### src/include/nfc_pkg.sv
package nfc_pkg;
    // Array geometry
    localparam int unsigned WORDS_32M    = 2097152;
    localparam int unsigned WORDS_64M    = 4194304;
    localparam int unsigned ADDR_W       = 22;
    localparam int unsigned DATA_W       = 16;
    localparam int unsigned SECURE_WORDS = 128;
    localparam int unsigned SERIAL_WORDS = 8;
    localparam int unsigned PAGE_WORDS   = 8;
    localparam int unsigned WRBUF_WORDS  = 16;
    // Bus timing
    localparam int unsigned CLK_MHZ      = 125;
    localparam int unsigned T_ACC_NS     = 90;
    localparam int unsigned T_PAGE_NS    = 25;
    localparam int unsigned T_WP_NS      = 35;
    localparam int unsigned T_WPH_NS     = 30;
    localparam int unsigned ACC_CYC      = (T_ACC_NS * CLK_MHZ + 999) / 1000;
    localparam int unsigned PAGE_CYC     = (T_PAGE_NS * CLK_MHZ + 999) / 1000;
    localparam int unsigned WP_CYC       = (T_WP_NS * CLK_MHZ + 999) / 1000;
    localparam int unsigned WPH_CYC      = (T_WPH_NS * CLK_MHZ + 999) / 1000;
    localparam int unsigned CNT_W        = 8;
    // Command sequence words
    localparam logic [ADDR_W-1:0] UNLOCK_A1 = 22'h000555;
    localparam logic [ADDR_W-1:0] UNLOCK_A2 = 22'h0002aa;
    localparam logic [15:0] UNLOCK_D1 = 16'h00aa;
    localparam logic [15:0] UNLOCK_D2 = 16'h0055;
    localparam logic [15:0] CMD_PROG  = 16'h00a0;
    localparam logic [15:0] CMD_ERASE = 16'h0080;
    localparam logic [15:0] CMD_SECT  = 16'h0030;
    localparam logic [15:0] CMD_BYP   = 16'h0020;
    localparam logic [15:0] CMD_SUSP  = 16'h00b0;
    localparam logic [15:0] CMD_RES   = 16'h0030;
    localparam logic [15:0] CMD_CFI   = 16'h0098;
    localparam logic [ADDR_W-1:0] CFI_A = 22'h000055;
    localparam logic [15:0] CMD_RST   = 16'h00f0;
    localparam int unsigned POLL_BIT   = 7;
    localparam int unsigned TOGGLE_BIT = 6;
    // Host operations
    typedef enum logic [2:0] {
        OP_READ, OP_PROG, OP_ERASE, OP_SUSPEND, OP_RESUME, OP_CFI, OP_RESET
    } nfc_op_t;
endpackage

### src/hdl/nfc_host.sv
`timescale 1ns/1ps
// Function
// [RL1] 32-megabit part holds 2,097,152 words
// [RL2] 64-megabit part holds 4,194,304 words
// [RL3] Width select picks 16 or 8 bits
// [RL4] Host drives chip, write, output strobes
// [RL5] Device latches address and data per write
// [RL6] Single sector erase leaves others intact
// [RL7] Sector layouts uniform or with boot sectors
// [RL8] Device ships fully erased
// [RL9] Completion seen by poll, toggle or pin; host watches the pin only
// [RL10] Unlock bypass programs in two writes
// [RL11] Erase suspend allows other-sector reads, programs
// [RL12] Program suspend allows other-sector reads only; host still takes program and erase requests once suspended
// [RL13] Reset pin aborts and readies device
// [RL14] Standby by chip select, reset, idle address
// [RL15] Guard low protects edge sector
// [RL16] Guarded sector stays protected when boosted
// [RL17] Password sectors locked until password given
// [RL18] 128-word secured region, lockable permanently
// [RL19] Secured region holds 8-word serial
// [RL20] 8-word page reads are faster
// [RL21] 16-word write buffer
// [RL22] Device answers the CFI query
// [RL23] No new program or erase while busy
module nfc_host #(
    parameter int unsigned ADDR_W = nfc_pkg::ADDR_W,
    parameter bit          WIDE   = 1'b1
) (
    input  wire logic              ref_clk,
    input  wire logic              nrst,
    input  wire logic              opValid,
    input  wire nfc_pkg::nfc_op_t  opCode,
    input  wire logic [ADDR_W-1:0] opAddr,
    input  wire logic [15:0]       opData,
    input  wire logic              bypassEn,
    input  wire logic              guardEn,
    output logic                   opReady,
    output logic                   opDone,
    output logic                   opBusyRefused,
    output logic [15:0]            rdData,
    output logic                   flashBusy,
    output logic [ADDR_W-1:0]      flashAddr,
    output logic [15:0]            dqOut,
    output logic                   dqOe,
    input  wire logic [15:0]       dqIn,
    output logic                   chipSelN,
    output logic                   writeStrobeN,
    output logic                   outEnableN,
    output logic                   resetN,
    output logic                   wordModeN,
    output logic                   write_guard_boost,
    input  wire logic              completion_indicator
);
    typedef enum {ST_IDLE, ST_WSET, ST_WLOW, ST_WHIGH, ST_RD, ST_POLL, ST_RST} nfc_st_t;

    // ============================================================
    // Pin synchronisers
    logic [2:0] rbSync;
    logic [2:0] next_rbSync;
    logic [15:0] dqS1, dqS2, dqS3;
    logic        rbStable, rbReady;
    always_comb begin
        next_rbSync = {rbSync[1:0], completion_indicator};
    end
    always_ff @(posedge ref_clk or negedge nrst) begin
        if (!nrst) begin
            rbSync <= 3'h0;
            dqS1   <= 16'h0000;
            dqS2   <= 16'h0000;
            dqS3   <= 16'h0000;
        end else begin
            rbSync <= next_rbSync;
            dqS1   <= dqIn;
            dqS2   <= dqS1;
            dqS3   <= dqS2;
        end
    end
    assign rbStable = rbSync[1] == rbSync[2];
    assign rbReady  = rbStable && rbSync[2]; // RL9

    // ============================================================
    // Sequence builder
    function automatic logic [ADDR_W+15:0] seqWord(input nfc_pkg::nfc_op_t op,
                                                   input logic byp, input int idx,
                                                   input logic [ADDR_W-1:0] a,
                                                   input logic [15:0] d);
        logic [ADDR_W+15:0] u1, u2;
        u1 = {nfc_pkg::UNLOCK_A1, nfc_pkg::UNLOCK_D1};
        u2 = {nfc_pkg::UNLOCK_A2, nfc_pkg::UNLOCK_D2};
        seqWord = {a, d};
        unique case (op)
            nfc_pkg::OP_PROG: begin
                if (byp) seqWord = (idx == 0) ? {a, nfc_pkg::CMD_PROG} : {a, d}; // RL10
                else if (idx == 0) seqWord = u1;
                else if (idx == 1) seqWord = u2;
                else if (idx == 2) seqWord = {nfc_pkg::UNLOCK_A1, nfc_pkg::CMD_PROG};
                else seqWord = {a, d}; // RL5
            end
            nfc_pkg::OP_ERASE: begin
                if (idx == 0 || idx == 3) seqWord = u1;
                else if (idx == 1 || idx == 4) seqWord = u2;
                else if (idx == 2) seqWord = {nfc_pkg::UNLOCK_A1, nfc_pkg::CMD_ERASE};
                else seqWord = {a, nfc_pkg::CMD_SECT}; // RL6
            end
            nfc_pkg::OP_SUSPEND: seqWord = {a, nfc_pkg::CMD_SUSP};
            nfc_pkg::OP_RESUME:  seqWord = {a, nfc_pkg::CMD_RES};
            nfc_pkg::OP_CFI:     seqWord = {nfc_pkg::CFI_A, nfc_pkg::CMD_CFI}; // RL22
            default:             seqWord = {a, nfc_pkg::CMD_RST};
        endcase
    endfunction

    function automatic int seqLen(input nfc_pkg::nfc_op_t op, input logic byp);
        unique case (op)
            nfc_pkg::OP_PROG:  seqLen = byp ? 2 : 4; // RL10
            nfc_pkg::OP_ERASE: seqLen = 6;
            default:           seqLen = 1;
        endcase
    endfunction

    // ============================================================
    // Bus sequencer
    nfc_st_t           st, next_st;
    nfc_pkg::nfc_op_t  op, next_op;
    logic              byp, next_byp;
    logic [2:0]        idx, next_idx;
    logic [nfc_pkg::CNT_W-1:0] cnt, next_cnt;
    logic [ADDR_W-1:0] addr, next_addr;
    logic [15:0]       data, next_data;
    logic              busy, next_busy;
    logic [ADDR_W+15:0] sw;
    logic              cmdOp;

    always_comb begin
        next_st = st; next_op = op; next_byp = byp; next_idx = idx;
        next_cnt = cnt; next_addr = addr; next_data = data; next_busy = busy;
        cmdOp = (opCode == nfc_pkg::OP_PROG) || (opCode == nfc_pkg::OP_ERASE);
        unique case (st)
            ST_IDLE: begin
                if (busy && rbReady) next_busy = 1'b0; // RL9
                if (opValid && !(cmdOp && busy)) begin // RL23
                    next_op = opCode; next_byp = bypassEn;
                    next_addr = opAddr; next_data = opData; next_idx = 3'h0;
                    next_cnt = '0;
                    if (opCode == nfc_pkg::OP_READ) next_st = ST_RD;
                    else if (opCode == nfc_pkg::OP_RESET) next_st = ST_RST; // RL13
                    else next_st = ST_WSET;
                end
            end
            ST_WSET: next_st = ST_WLOW;
            ST_WLOW: begin
                next_cnt = cnt + 1'b1;
                if (cnt == nfc_pkg::CNT_W'(nfc_pkg::WP_CYC - 1)) begin
                    next_cnt = '0; next_st = ST_WHIGH;
                end
            end
            ST_WHIGH: begin
                next_cnt = cnt + 1'b1;
                if (cnt == nfc_pkg::CNT_W'(nfc_pkg::WPH_CYC - 1)) begin
                    next_cnt = '0;
                    if (int'(idx) + 1 < seqLen(op, byp)) begin
                        next_idx = idx + 1'b1; next_st = ST_WSET;
                    end else if (op == nfc_pkg::OP_PROG || op == nfc_pkg::OP_ERASE
                                 || op == nfc_pkg::OP_RESUME) begin
                        next_busy = 1'b1; next_st = ST_POLL;
                    end else begin
                        next_st = ST_IDLE;
                    end
                end
            end
            ST_RD: begin
                next_cnt = cnt + 1'b1;
                if (cnt == nfc_pkg::CNT_W'(nfc_pkg::ACC_CYC + 2)) begin // RL20 not used: every read waits ACC_CYC + 3 cycles, never PAGE_CYC
                    next_data = dqS3; next_st = ST_IDLE;
                end
            end
            ST_POLL: begin
                // Wait a settle time so the pin has gone low before trusting it
                next_cnt = (cnt == '1) ? cnt : cnt + 1'b1;
                if (cnt > nfc_pkg::CNT_W'(nfc_pkg::ACC_CYC) && rbReady) begin // RL9
                    next_busy = 1'b0; next_st = ST_IDLE;
                end else if (opValid && opCode == nfc_pkg::OP_SUSPEND) begin // RL11 RL12
                    next_op = opCode; next_addr = opAddr; next_idx = 3'h0;
                    next_cnt = '0; next_st = ST_WSET;
                end
            end
            ST_RST: begin
                next_cnt = cnt + 1'b1;
                next_busy = 1'b0;
                if (cnt == nfc_pkg::CNT_W'(nfc_pkg::ACC_CYC)) next_st = ST_IDLE;
            end
            default: next_st = ST_IDLE;
        endcase
        // Word of the next state, so address and data move with the strobes
        sw = seqWord(next_op, next_byp, int'(next_idx), next_addr, next_data);
    end

    always_ff @(posedge ref_clk or negedge nrst) begin
        if (!nrst) begin
            st <= ST_IDLE; op <= nfc_pkg::OP_READ; byp <= 1'b0; idx <= 3'h0;
            cnt <= '0; addr <= '0; data <= 16'h0000; busy <= 1'b0;
        end else begin
            st <= next_st; op <= next_op; byp <= next_byp; idx <= next_idx;
            cnt <= next_cnt; addr <= next_addr; data <= next_data; busy <= next_busy;
        end
    end

    // ============================================================
    // Registered pins
    always_ff @(posedge ref_clk or negedge nrst) begin
        if (!nrst) begin
            opReady <= 1'b0; opDone <= 1'b0; opBusyRefused <= 1'b0;
            rdData <= 16'h0000; flashBusy <= 1'b0; flashAddr <= '0;
            dqOut <= 16'h0000; dqOe <= 1'b0; chipSelN <= 1'b1;
            writeStrobeN <= 1'b1; outEnableN <= 1'b1; resetN <= 1'b0;
            wordModeN <= 1'b1; write_guard_boost <= 1'b0;
        end else begin
            opReady       <= (next_st == ST_IDLE) || (next_st == ST_POLL);
            opDone        <= (st != ST_IDLE) && (next_st == ST_IDLE);
            opBusyRefused <= (st == ST_IDLE || st == ST_POLL) && opValid && cmdOp && busy; // RL23
            rdData        <= (st == ST_RD && next_st == ST_IDLE) ? dqS3 : rdData;
            flashBusy     <= next_busy;
            flashAddr     <= (next_st == ST_WSET || next_st == ST_WLOW || next_st == ST_WHIGH)
                             ? sw[ADDR_W+15:16] : next_addr;
            dqOut         <= sw[15:0]; // RL5
            dqOe          <= (next_st == ST_WSET) || (next_st == ST_WLOW)
                             || (next_st == ST_WHIGH);
            chipSelN      <= !(next_st != ST_IDLE && next_st != ST_RST); // RL4 RL14
            writeStrobeN  <= !(next_st == ST_WLOW); // RL4
            outEnableN    <= !(next_st == ST_RD || next_st == ST_POLL); // RL4
            resetN        <= (next_st != ST_RST); // RL13
            wordModeN     <= WIDE; // RL3
            write_guard_boost <= !guardEn; // RL15 RL16
        end
    end
endmodule

### config.mk
export PLATFORM = sky130hd
export DESIGN_NAME = nfc_host
export DESIGN_NICKNAME = d
export VERILOG_FILES = /design/src/include/nfc_pkg.sv /design/src/hdl/nfc_host.sv
export SDC_FILE = /design/constraint.sdc
export NUM_CORES = 1
export LEC_CHECK = 0
export BUFFER_PORTS_ARGS = -buffer_cell sky130_fd_sc_hd__buf_2
export CORE_UTILIZATION = 45
export CTS_BUF_LIST = sky130_fd_sc_hd__clkbuf_4
export DETAILED_ROUTE_END_ITERATION = 10
export PLACE_DENSITY_LB_ADDON = 0.1
export SETUP_SLACK_MARGIN = 0.1
export SYNTH_ARGS = -nofsm -noshare
export SYNTH_HDL_FRONTEND = slang
export SYNTH_SLANG_ARGS = --single-unit
### constraint.sdc
create_clock -name ref_clk -period 4.4 [get_ports ref_clk]
set_input_delay 0.22 -clock ref_clk [delete_from_list [all_inputs] [get_ports ref_clk]]
set_output_delay 0.22 -clock ref_clk [all_outputs]
set_load 0.02 [all_outputs]
Word-level counts from Yosys, hierarchy flattened
Index checks and enable logic that the tools add are counted.
{ "totals": {"ff_bits": 200, "elab_cells": 168} }
{ "op_classes": {"n_reduce_logical": 39, "add_sub_neg": 3, "n_mux": 58, "magnitude_cmp": 2, "n_eq_ne": 42} }
{ "ops": {"columns": ["op", "n"], "rows": [
  ["two-way mux 32 bit", 9],
  ["two-way mux 38 bit", 7],
  ["case mux 32 bit (7 select lines)", 1],
  ["case mux 38 bit (5 select lines)", 1],
  ["== test 32 x 3 -> 1 bit, second input constant", 5],
  ["== test 32 x 4 -> 1 bit, second input constant", 4],
  ["== test 32 x 2 -> 1 bit, second input constant", 3],
  ["zero test 32 bit", 3],
  ["two-way mux 22 bit", 4],
  ["nonzero test 32 bit", 2],
  ["two-way mux 16 bit", 3],
  ["two-way mux 8 bit", 6],
  ["case mux 22 bit (2 select lines)", 1],
  ["case mux 8 bit (5 select lines)", 1],
  ["two-way mux 3 bit", 13],
  ["== test 32 x 1 -> 1 bit, second input constant", 1],
  ["< comparator 5 x 32 -> 1 bit", 1],
  ["!= test 32 x 4 -> 1 bit, second input constant", 1],
  ["case mux 16 bit (2 select lines)", 1],
  ["== test 3 bit, second input constant", 7],
  ["== test 3 x 2 -> 1 bit, second input constant", 6],
  ["== test 8 x 4 -> 1 bit, second input constant", 2],
  ["logical AND 1 bit", 12],
  ["!= test 2 bit, second input constant", 6],
  ["21 further kinds", 44]
]} }

Depth between registers and ports, before layout
{ "logic_depth": {"word_depth": 15, "mapped_depth": 16, "depth_no_buf": 14} }

Worst setup path after synthesis
No wires, ideal clock.
{ "synth_path": {"path_kind": "register to register", "start": "register op[1]", "end": "register rdData[12]", "arrival_ns": 3.370, "path_slack_ns": 0.906, "period_less_slack_ns": 3.494, "required_ns": 4.275, "stages_incl_launch_ff": 13, "path_cell_list": "dfrtp_1 > nand2b_1 > o21ai_0 > nand2b_1 > ha_1 > a21oi_1 > a21bo_2 > o31ai_1 > o31ai_1 > a22o_1 > nor4_2 > clkbuf_1 > mux2_2"} }
{ "synth_between": {"elab_chain_cells": 10, "elab_cells_between_ends": 15} }
{ "synth_lines": {"columns": ["item", "line", "rtl"], "rows": [
  ["start: declaration", "nfc_host.sv:124", "nfc_pkg::nfc_op_t op, next_op;"],
  ["start signal: assignment", "nfc_host.sv:203", "st <= next_st; op <= next_op; byp <= next_byp; idx <= next_idx;"],
  ["== test 3 x 2 -> 1 bit or == test 3 x 1 -> 1 bit (tied branches)", "nfc_host.sv:114, nfc_host.sv:163", null],
  ["case mux 3 bit (2 select lines)", "nfc_host.sv:114", "unique case (op)"],
  ["two-way mux 32 bit", "nfc_host.sv:159", "if (cnt == nfc_pkg::CNT_W'(nfc_pkg::WPH_CYC - 1)) begin"],
  ["two-way mux 32 bit", "nfc_host.sv:138", "unique case (st)"],
  ["< comparator 5 x 32 -> 1 bit", "nfc_host.sv:161", "if (int'(idx) + 1 < seqLen(op, byp)) begin"],
  ["two-way mux 3 bit *", "nfc_host.sv:161", null],
  ["two-way mux 32 bit *", "nfc_host.sv:159", null],
  ["case mux 32 bit (7 select lines) *", "nfc_host.sv:138", null],
  ["named net next_st[2]", "nfc_host.sv:123", "nfc_st_t st, next_st;"],
  ["zero test 32 bit *", "nfc_host.sv:221", "rdData <= (st == ST_RD && next_st == ST_IDLE) ? dqS3 : rdData;"],
  ["logical AND 1 bit *", "nfc_host.sv:221", null],
  ["end signal: assignment", "nfc_host.sv:221", null],
  ["end: declaration", "nfc_host.sv:41", "output logic [15:0] rdData,"]
]} }
Mark *: on every way through the listed nets, which the timed path passes. The rest lies on a longest branch. The select of a mux whose other input is x is not followed.
A chain may end at the register's enable or synchronous reset.

Worst setup path in the final report
{ "layout_path": {"start": "register op[1]", "end": "register flashAddr[10]"} }
{ "layout_between": {"elab_chain_cells": 15, "elab_cells_between_ends": 46} }
{ "layout_lines": {"columns": ["item", "line", "rtl"], "rows": [
  ["== test 3 x 2 -> 1 bit or == test 3 x 1 -> 1 bit (tied branches)", "nfc_host.sv:114, nfc_host.sv:163", null],
  ["case mux 3 bit (2 select lines)", "nfc_host.sv:114", null],
  ["two-way mux 32 bit", "nfc_host.sv:159", null],
  ["two-way mux 32 bit", "nfc_host.sv:138", null],
  ["< comparator 5 x 32 -> 1 bit", "nfc_host.sv:161", null],
  ["two-way mux 3 bit", "nfc_host.sv:161", null],
  ["two-way mux 3 bit", "nfc_host.sv:159", null],
  ["case mux 3 bit (3 select lines)", "nfc_host.sv:138", null],
  ["== test 3 bit", "nfc_host.sv:97, nfc_host.sv:103", null],
  ["two-way mux 38 bit", "nfc_host.sv:97", "else if (idx == 2) seqWord = {nfc_pkg::UNLOCK_A1, nfc_pkg::CMD_PROG};"],
  ["two-way mux 38 bit", "nfc_host.sv:96", "else if (idx == 1) seqWord = u2;"],
  ["two-way mux 38 bit", "nfc_host.sv:95", "else if (idx == 0) seqWord = u1;"],
  ["two-way mux 38 bit", "nfc_host.sv:94", "if (byp) seqWord = (idx == 0) ? {a, nfc_pkg::CMD_PROG} : {a, d};"],
  ["case mux 38 bit (5 select lines)", "nfc_host.sv:92", "unique case (op)"],
  ["two-way mux 22 bit *", "nfc_host.sv:224", "? sw[ADDR_W+15:16] : next_addr;"],
  ["end signal: assignment", "nfc_host.sv:223", "flashAddr <= (next_st == ST_WSET || next_st == ST_WLOW || next_st == ST_WHIGH)"],
  ["end: declaration", "nfc_host.sv:43", "output logic [ADDR_W-1:0] flashAddr,"]
]} }
Every way passes the cells marked *; elsewhere a longest branch is shown, timed or not. The select of a mux whose other input is x is not followed.

==> metrics.md <==
| Metric | Value |
|---|---|
| List of most frequent post-synthesis cells | `197 x dfrtp_1, 63 x nand2_1, 43 x nor2_1, 35 x inv_1, 35 x o21ai_0` |
| Share of final-layout standard cells stronger than drive strength 1 | `0.238` |
| Clock transition at path regs | `0.16 ns` |
| Share of the yosys chip area belonging to registers | `0.628` |
| Number of cells upsized or downsized after cts | `0` |
| Clock insertion delay at the later pin of the skew report | `0.57 ns` |
| Total wire length | `18,900 um` |
| Mapped Area | `about 8000 um2` |
| Type of the worst setup path | `flop to flop` |
| Number of enable flip-flop cells after synthesis | `0` |
| Number of buffers inserted to repair setup after CTS | `0` |
| Global-route wire length before repair | `31,200 um` |
| Vertical die dimension | `approximately 140 um` |
| Sw power | `0.000755 W` |
| Critical path cell sequence | `nand2b_1, o21ai_0, nand2b_1, ha_1, a21oi_1, a21bo_2, o31ai_1, o21ai_0, a221o_1, a21oi_1, o21ai_2, or4_1, a32o_1` |
| Power per standard cell area | `302 nW/um2` |
| Setup repair after global routing missed its margin | `no` |
| Max FO, Critical Path | `6` |
| Total CTS buffers | `17` |
| Hold violation total from the final report | `0` |
| Most repeated cell in the gate-level netlist after synthesis | `dfrtp_1` |
| Number of iterations in the first detailed-routing pass | `4` |
| Buffers on Ports | `126` |
| Number of antenna violations at the first check in global routing | `1` |
| Cell count after synthesis | `687` |
| Setup slack of the critical path after layout | `between 0.4 and 0.5 ns` |
| Share of the clock period used by the worst path after layout | `0.909` |
| Leading area contributor after synthesis | `dfrtp_1` |
| M1 WL | `8600 um` |
| Std cell rows | `48` |
| Final setup violating endpoints | `0` |
| Pin count of the biggest net entering global routing | `about 120` |
| Number of synthesized register bits | `200` |
| Clock root buffer master | `clkbuf_4` |
| Final-report max-slew violation count | `0` |
| Stage delay of the slowest cell on the critical path | `0.59 ns` |
| Placed Instance Area | `9080 um2` |
| Clock tree from TritonCTS | `yes` |
| Fraction of power consumed by sequential logic | `0.627` |
| Transition time at the pin with the least slew margin | `0.872 ns` |
| Top cells by area, synth | `dfrtp_1 62%, nand2_1 3.0%, a22oi_1 2.6%, o21ai_0 2.2%, nor2_1 2.0%` |
| Placeable core region | `around 17,000 um2` |
| Mean number of vias per cell | `5.32` |
| Internal power of the cells | `0.00226 W` |
| Element type at the critical path end | `flop` |
| Worst VDD drop | `~0.26 mV` |
| Uppermost signal routing layer after detailed routing | `met4` |
| Layout area overhead | `25.1%` |
| Hold WC Path Type | `input port to flop` |
| Global router's overall resource usage | `0.222` |
| Via Count | `6,123` |
| Part of the power in the clock network | `0.330` |
| Ys Warns | `0` |
| Final setup skew | `0.0242 ns` |
| Overall power consumption | `0.00302 W` |
| Detailed-placement wirelength estimate | `13,300 um` |
| Run status | `complete, no violations` |
| Placement-stage worst setup slack | `0.483 ns` |
| I/O pin count | `128` |
| Count of clock tree sinks | `200` |
| Starting Density | `0.461` |
| Area of the die | `18,300 um2` |
| H-tree depth | `4` |
| Fraction of registers with async set or reset after synthesis | `1.00` |
| Hold Startpoint | `opCode[0]` |
| Unique masters post-synth | `80` |
| Antenna viol nets, final | `0` |
| DRC violation count after routing | `0` |
| Setup total negative slack | `0 ns` |
| Startpoint of the worst-slack reg-to-reg timing path | `op[1]$_DFF_PN0_` |
| Required time worst endpoint | `between 4 and 5 ns` |
| Post-CTS Hold Fix Bufs | `59` |
| Tightest slew margin relative to the limit | `0.419` |
| Proportion of total power due to net switching | `0.250` |
| Bufs on Longest Clock Path | `2` |
| CP startpoint | `op[1]$_DFF_PN0_` |
| Total congestion overflow after global routing | `0` |
| Minimum clock period after layout | `4.00 ns` |
| Mean instance size in the synthesized netlist | `11.6 um2` |
| Maximum achievable frequency | `250 MHz` |
| Startpoint Class | `flop` |
| Part of the total power dissipated in combinational logic | `0.043` |
| Dominant synthesized flop cell | `dfrtp_1` |
| Weighted congestion at the end of routability-driven global placement | `slightly above 0.9` |
| Number of global-route vias before repair | `6,157` |
| Drt first-iter violations | `401` |
| Total length of routed met2 wires | `9090 um` |
| Wire length on met3 | `1050 um` |
| Maxcap violations | `0` |
| Final instance area | `9980 um2` |
| Post-synth top area share | `0.618` |
| Final net count | `982` |
| Worst EP arrival | `approximately 4.5 ns` |
| Die Width | `~140 um` |
| Post-detailed-route wirelength per cell | `approximately 16 um` |
| Leakage power of the design | `4.83 nW` |
| Standard cell with the maximum stage delay on the critical path | `or4_1` |
[registers in the layout, summed over array words and instances, names as in the netlist, 3 cells and up]
| signal | cells |
|---|---|
| dqS1 | 16 |
| addr | 22 |
| cnt | 8 |
| rdData | 16 |
| dqS2 | 16 |
| idx | 3 |
| flashAddr | 22 |
| dqS3 | 16 |
| st | 32 |
| dqOut | 16 |
| rbSync | 3 |
| op | 3 |
| data | 16 |
[layer usage]
| metal | vias to the layer above | global-route usage |
|---|---|---|
| met2 | 189 | 0.352 |
| met5 | - | 0 |
| met1 | 3031 | 0.304 |
| met4 | 0 | 0.0506 |
| met3 | 11 | 0.0621 |
| li1 | 2892 | - |
[per-stage QoR]
step	cells	util	hold slack [ns]
after floorplan	715	-	-0.0756
after global placement	1060	0.525	0.293
after detailed placement	1060	0.525	0.306
after CTS	1151	0.577	0.0979
after global routing	1152	0.577	0.117
final	1152	0.577	0.153
[logic make-up after synthesis]
| kind of cell | synth area share |
|---|---|
| other cells | 0.000941 |
| compound gates | 0.165 |
| xor+xnor | 0.00988 |
| fa+ha+maj | 0.00941 |
| flops | 0.628 |
| simple gates | 0.138 |
| buf+inv | 0.0309 |
| mux | 0.0179 |
[final timing paths]
| check | endpoint | slack (ns) | depth (start not counted) |
|---|---|---|---|
| max | flashAddr[10]$_DFF_PN0_ | 0.40 | 13 |
| min | op[0]$_DFF_PN0_ | 0.15 | 3 |
| max reg2reg | flashAddr[10]$_DFF_PN0_ | 0.40 | 13 |
| min reg2reg | rbSync[1]$_DFF_PN0_ | 0.36 | 0 |
| max in group asynchronous | dqS2[9]$_DFF_PN0_ | 3.18 | 3 |
| min in group asynchronous | cnt[4]$_DFFE_PN0P_ | 0.18 | 2 |
[critical path: cells and delay by family (launching register included)]
| family | cells | cell delay (ns) |
|---|---|---|
| AO/OA/AOI/OAI | 9 | 2.21 |
| adder cells (fa/ha/maj) | 1 | 0.33 |
| flip-flops | 1 | 0.46 |
| AND/OR/NAND/NOR | 3 | 0.89 |
[final cells by class]
type | instances | area (um2)
Antenna cell | 1 | 2.50
Clock buffer | 18 | 135
Clock inverter | 14 | 175
Fill cell | 1521 | 7320
Inverter | 37 | 141
Multi-Input combinational cell | 452 | 2840
Sequential cell | 200 | 5010
Tap cell | 225 | 282
Timing Repair Buffer | 205 | 1390
[cell usage in the layout, fill, tap and decap left out, types with 9 or more instances in the layout]
master,Yosys,routed
nor2_1,43,43
a21oi_1,31,31
inv_1,35,35
a22oi_1,28,28
a21o_1,9,9
mux2_2,10,10
conb_1,2,30
nand2_1,63,63
dlygate4sd3_1,0,59
nor3_1,12,12
nand3_1,19,19
buf_2,3,125
clkbuf_4,0,18
dfrtp_1,197,197
nand2b_1,10,10
a31oi_1,9,9
a22o_1,11,11
o21ai_0,35,35
buf_4,1,19
nor4_1,12,12
[power groups by stage]
stage               logic (W)  clock network [W]  registers, W
floorplan           0.0000173                  0       0.00192
global placement    0.0000906                  0       0.00192
detailed placement  0.0000923                  0       0.00193
CTS                  0.000133            0.00104       0.00189
global route         0.000148            0.00112       0.00190
finish               0.000130           0.000997       0.00189
Note: power is estimated with default switching activity, not from simulation.
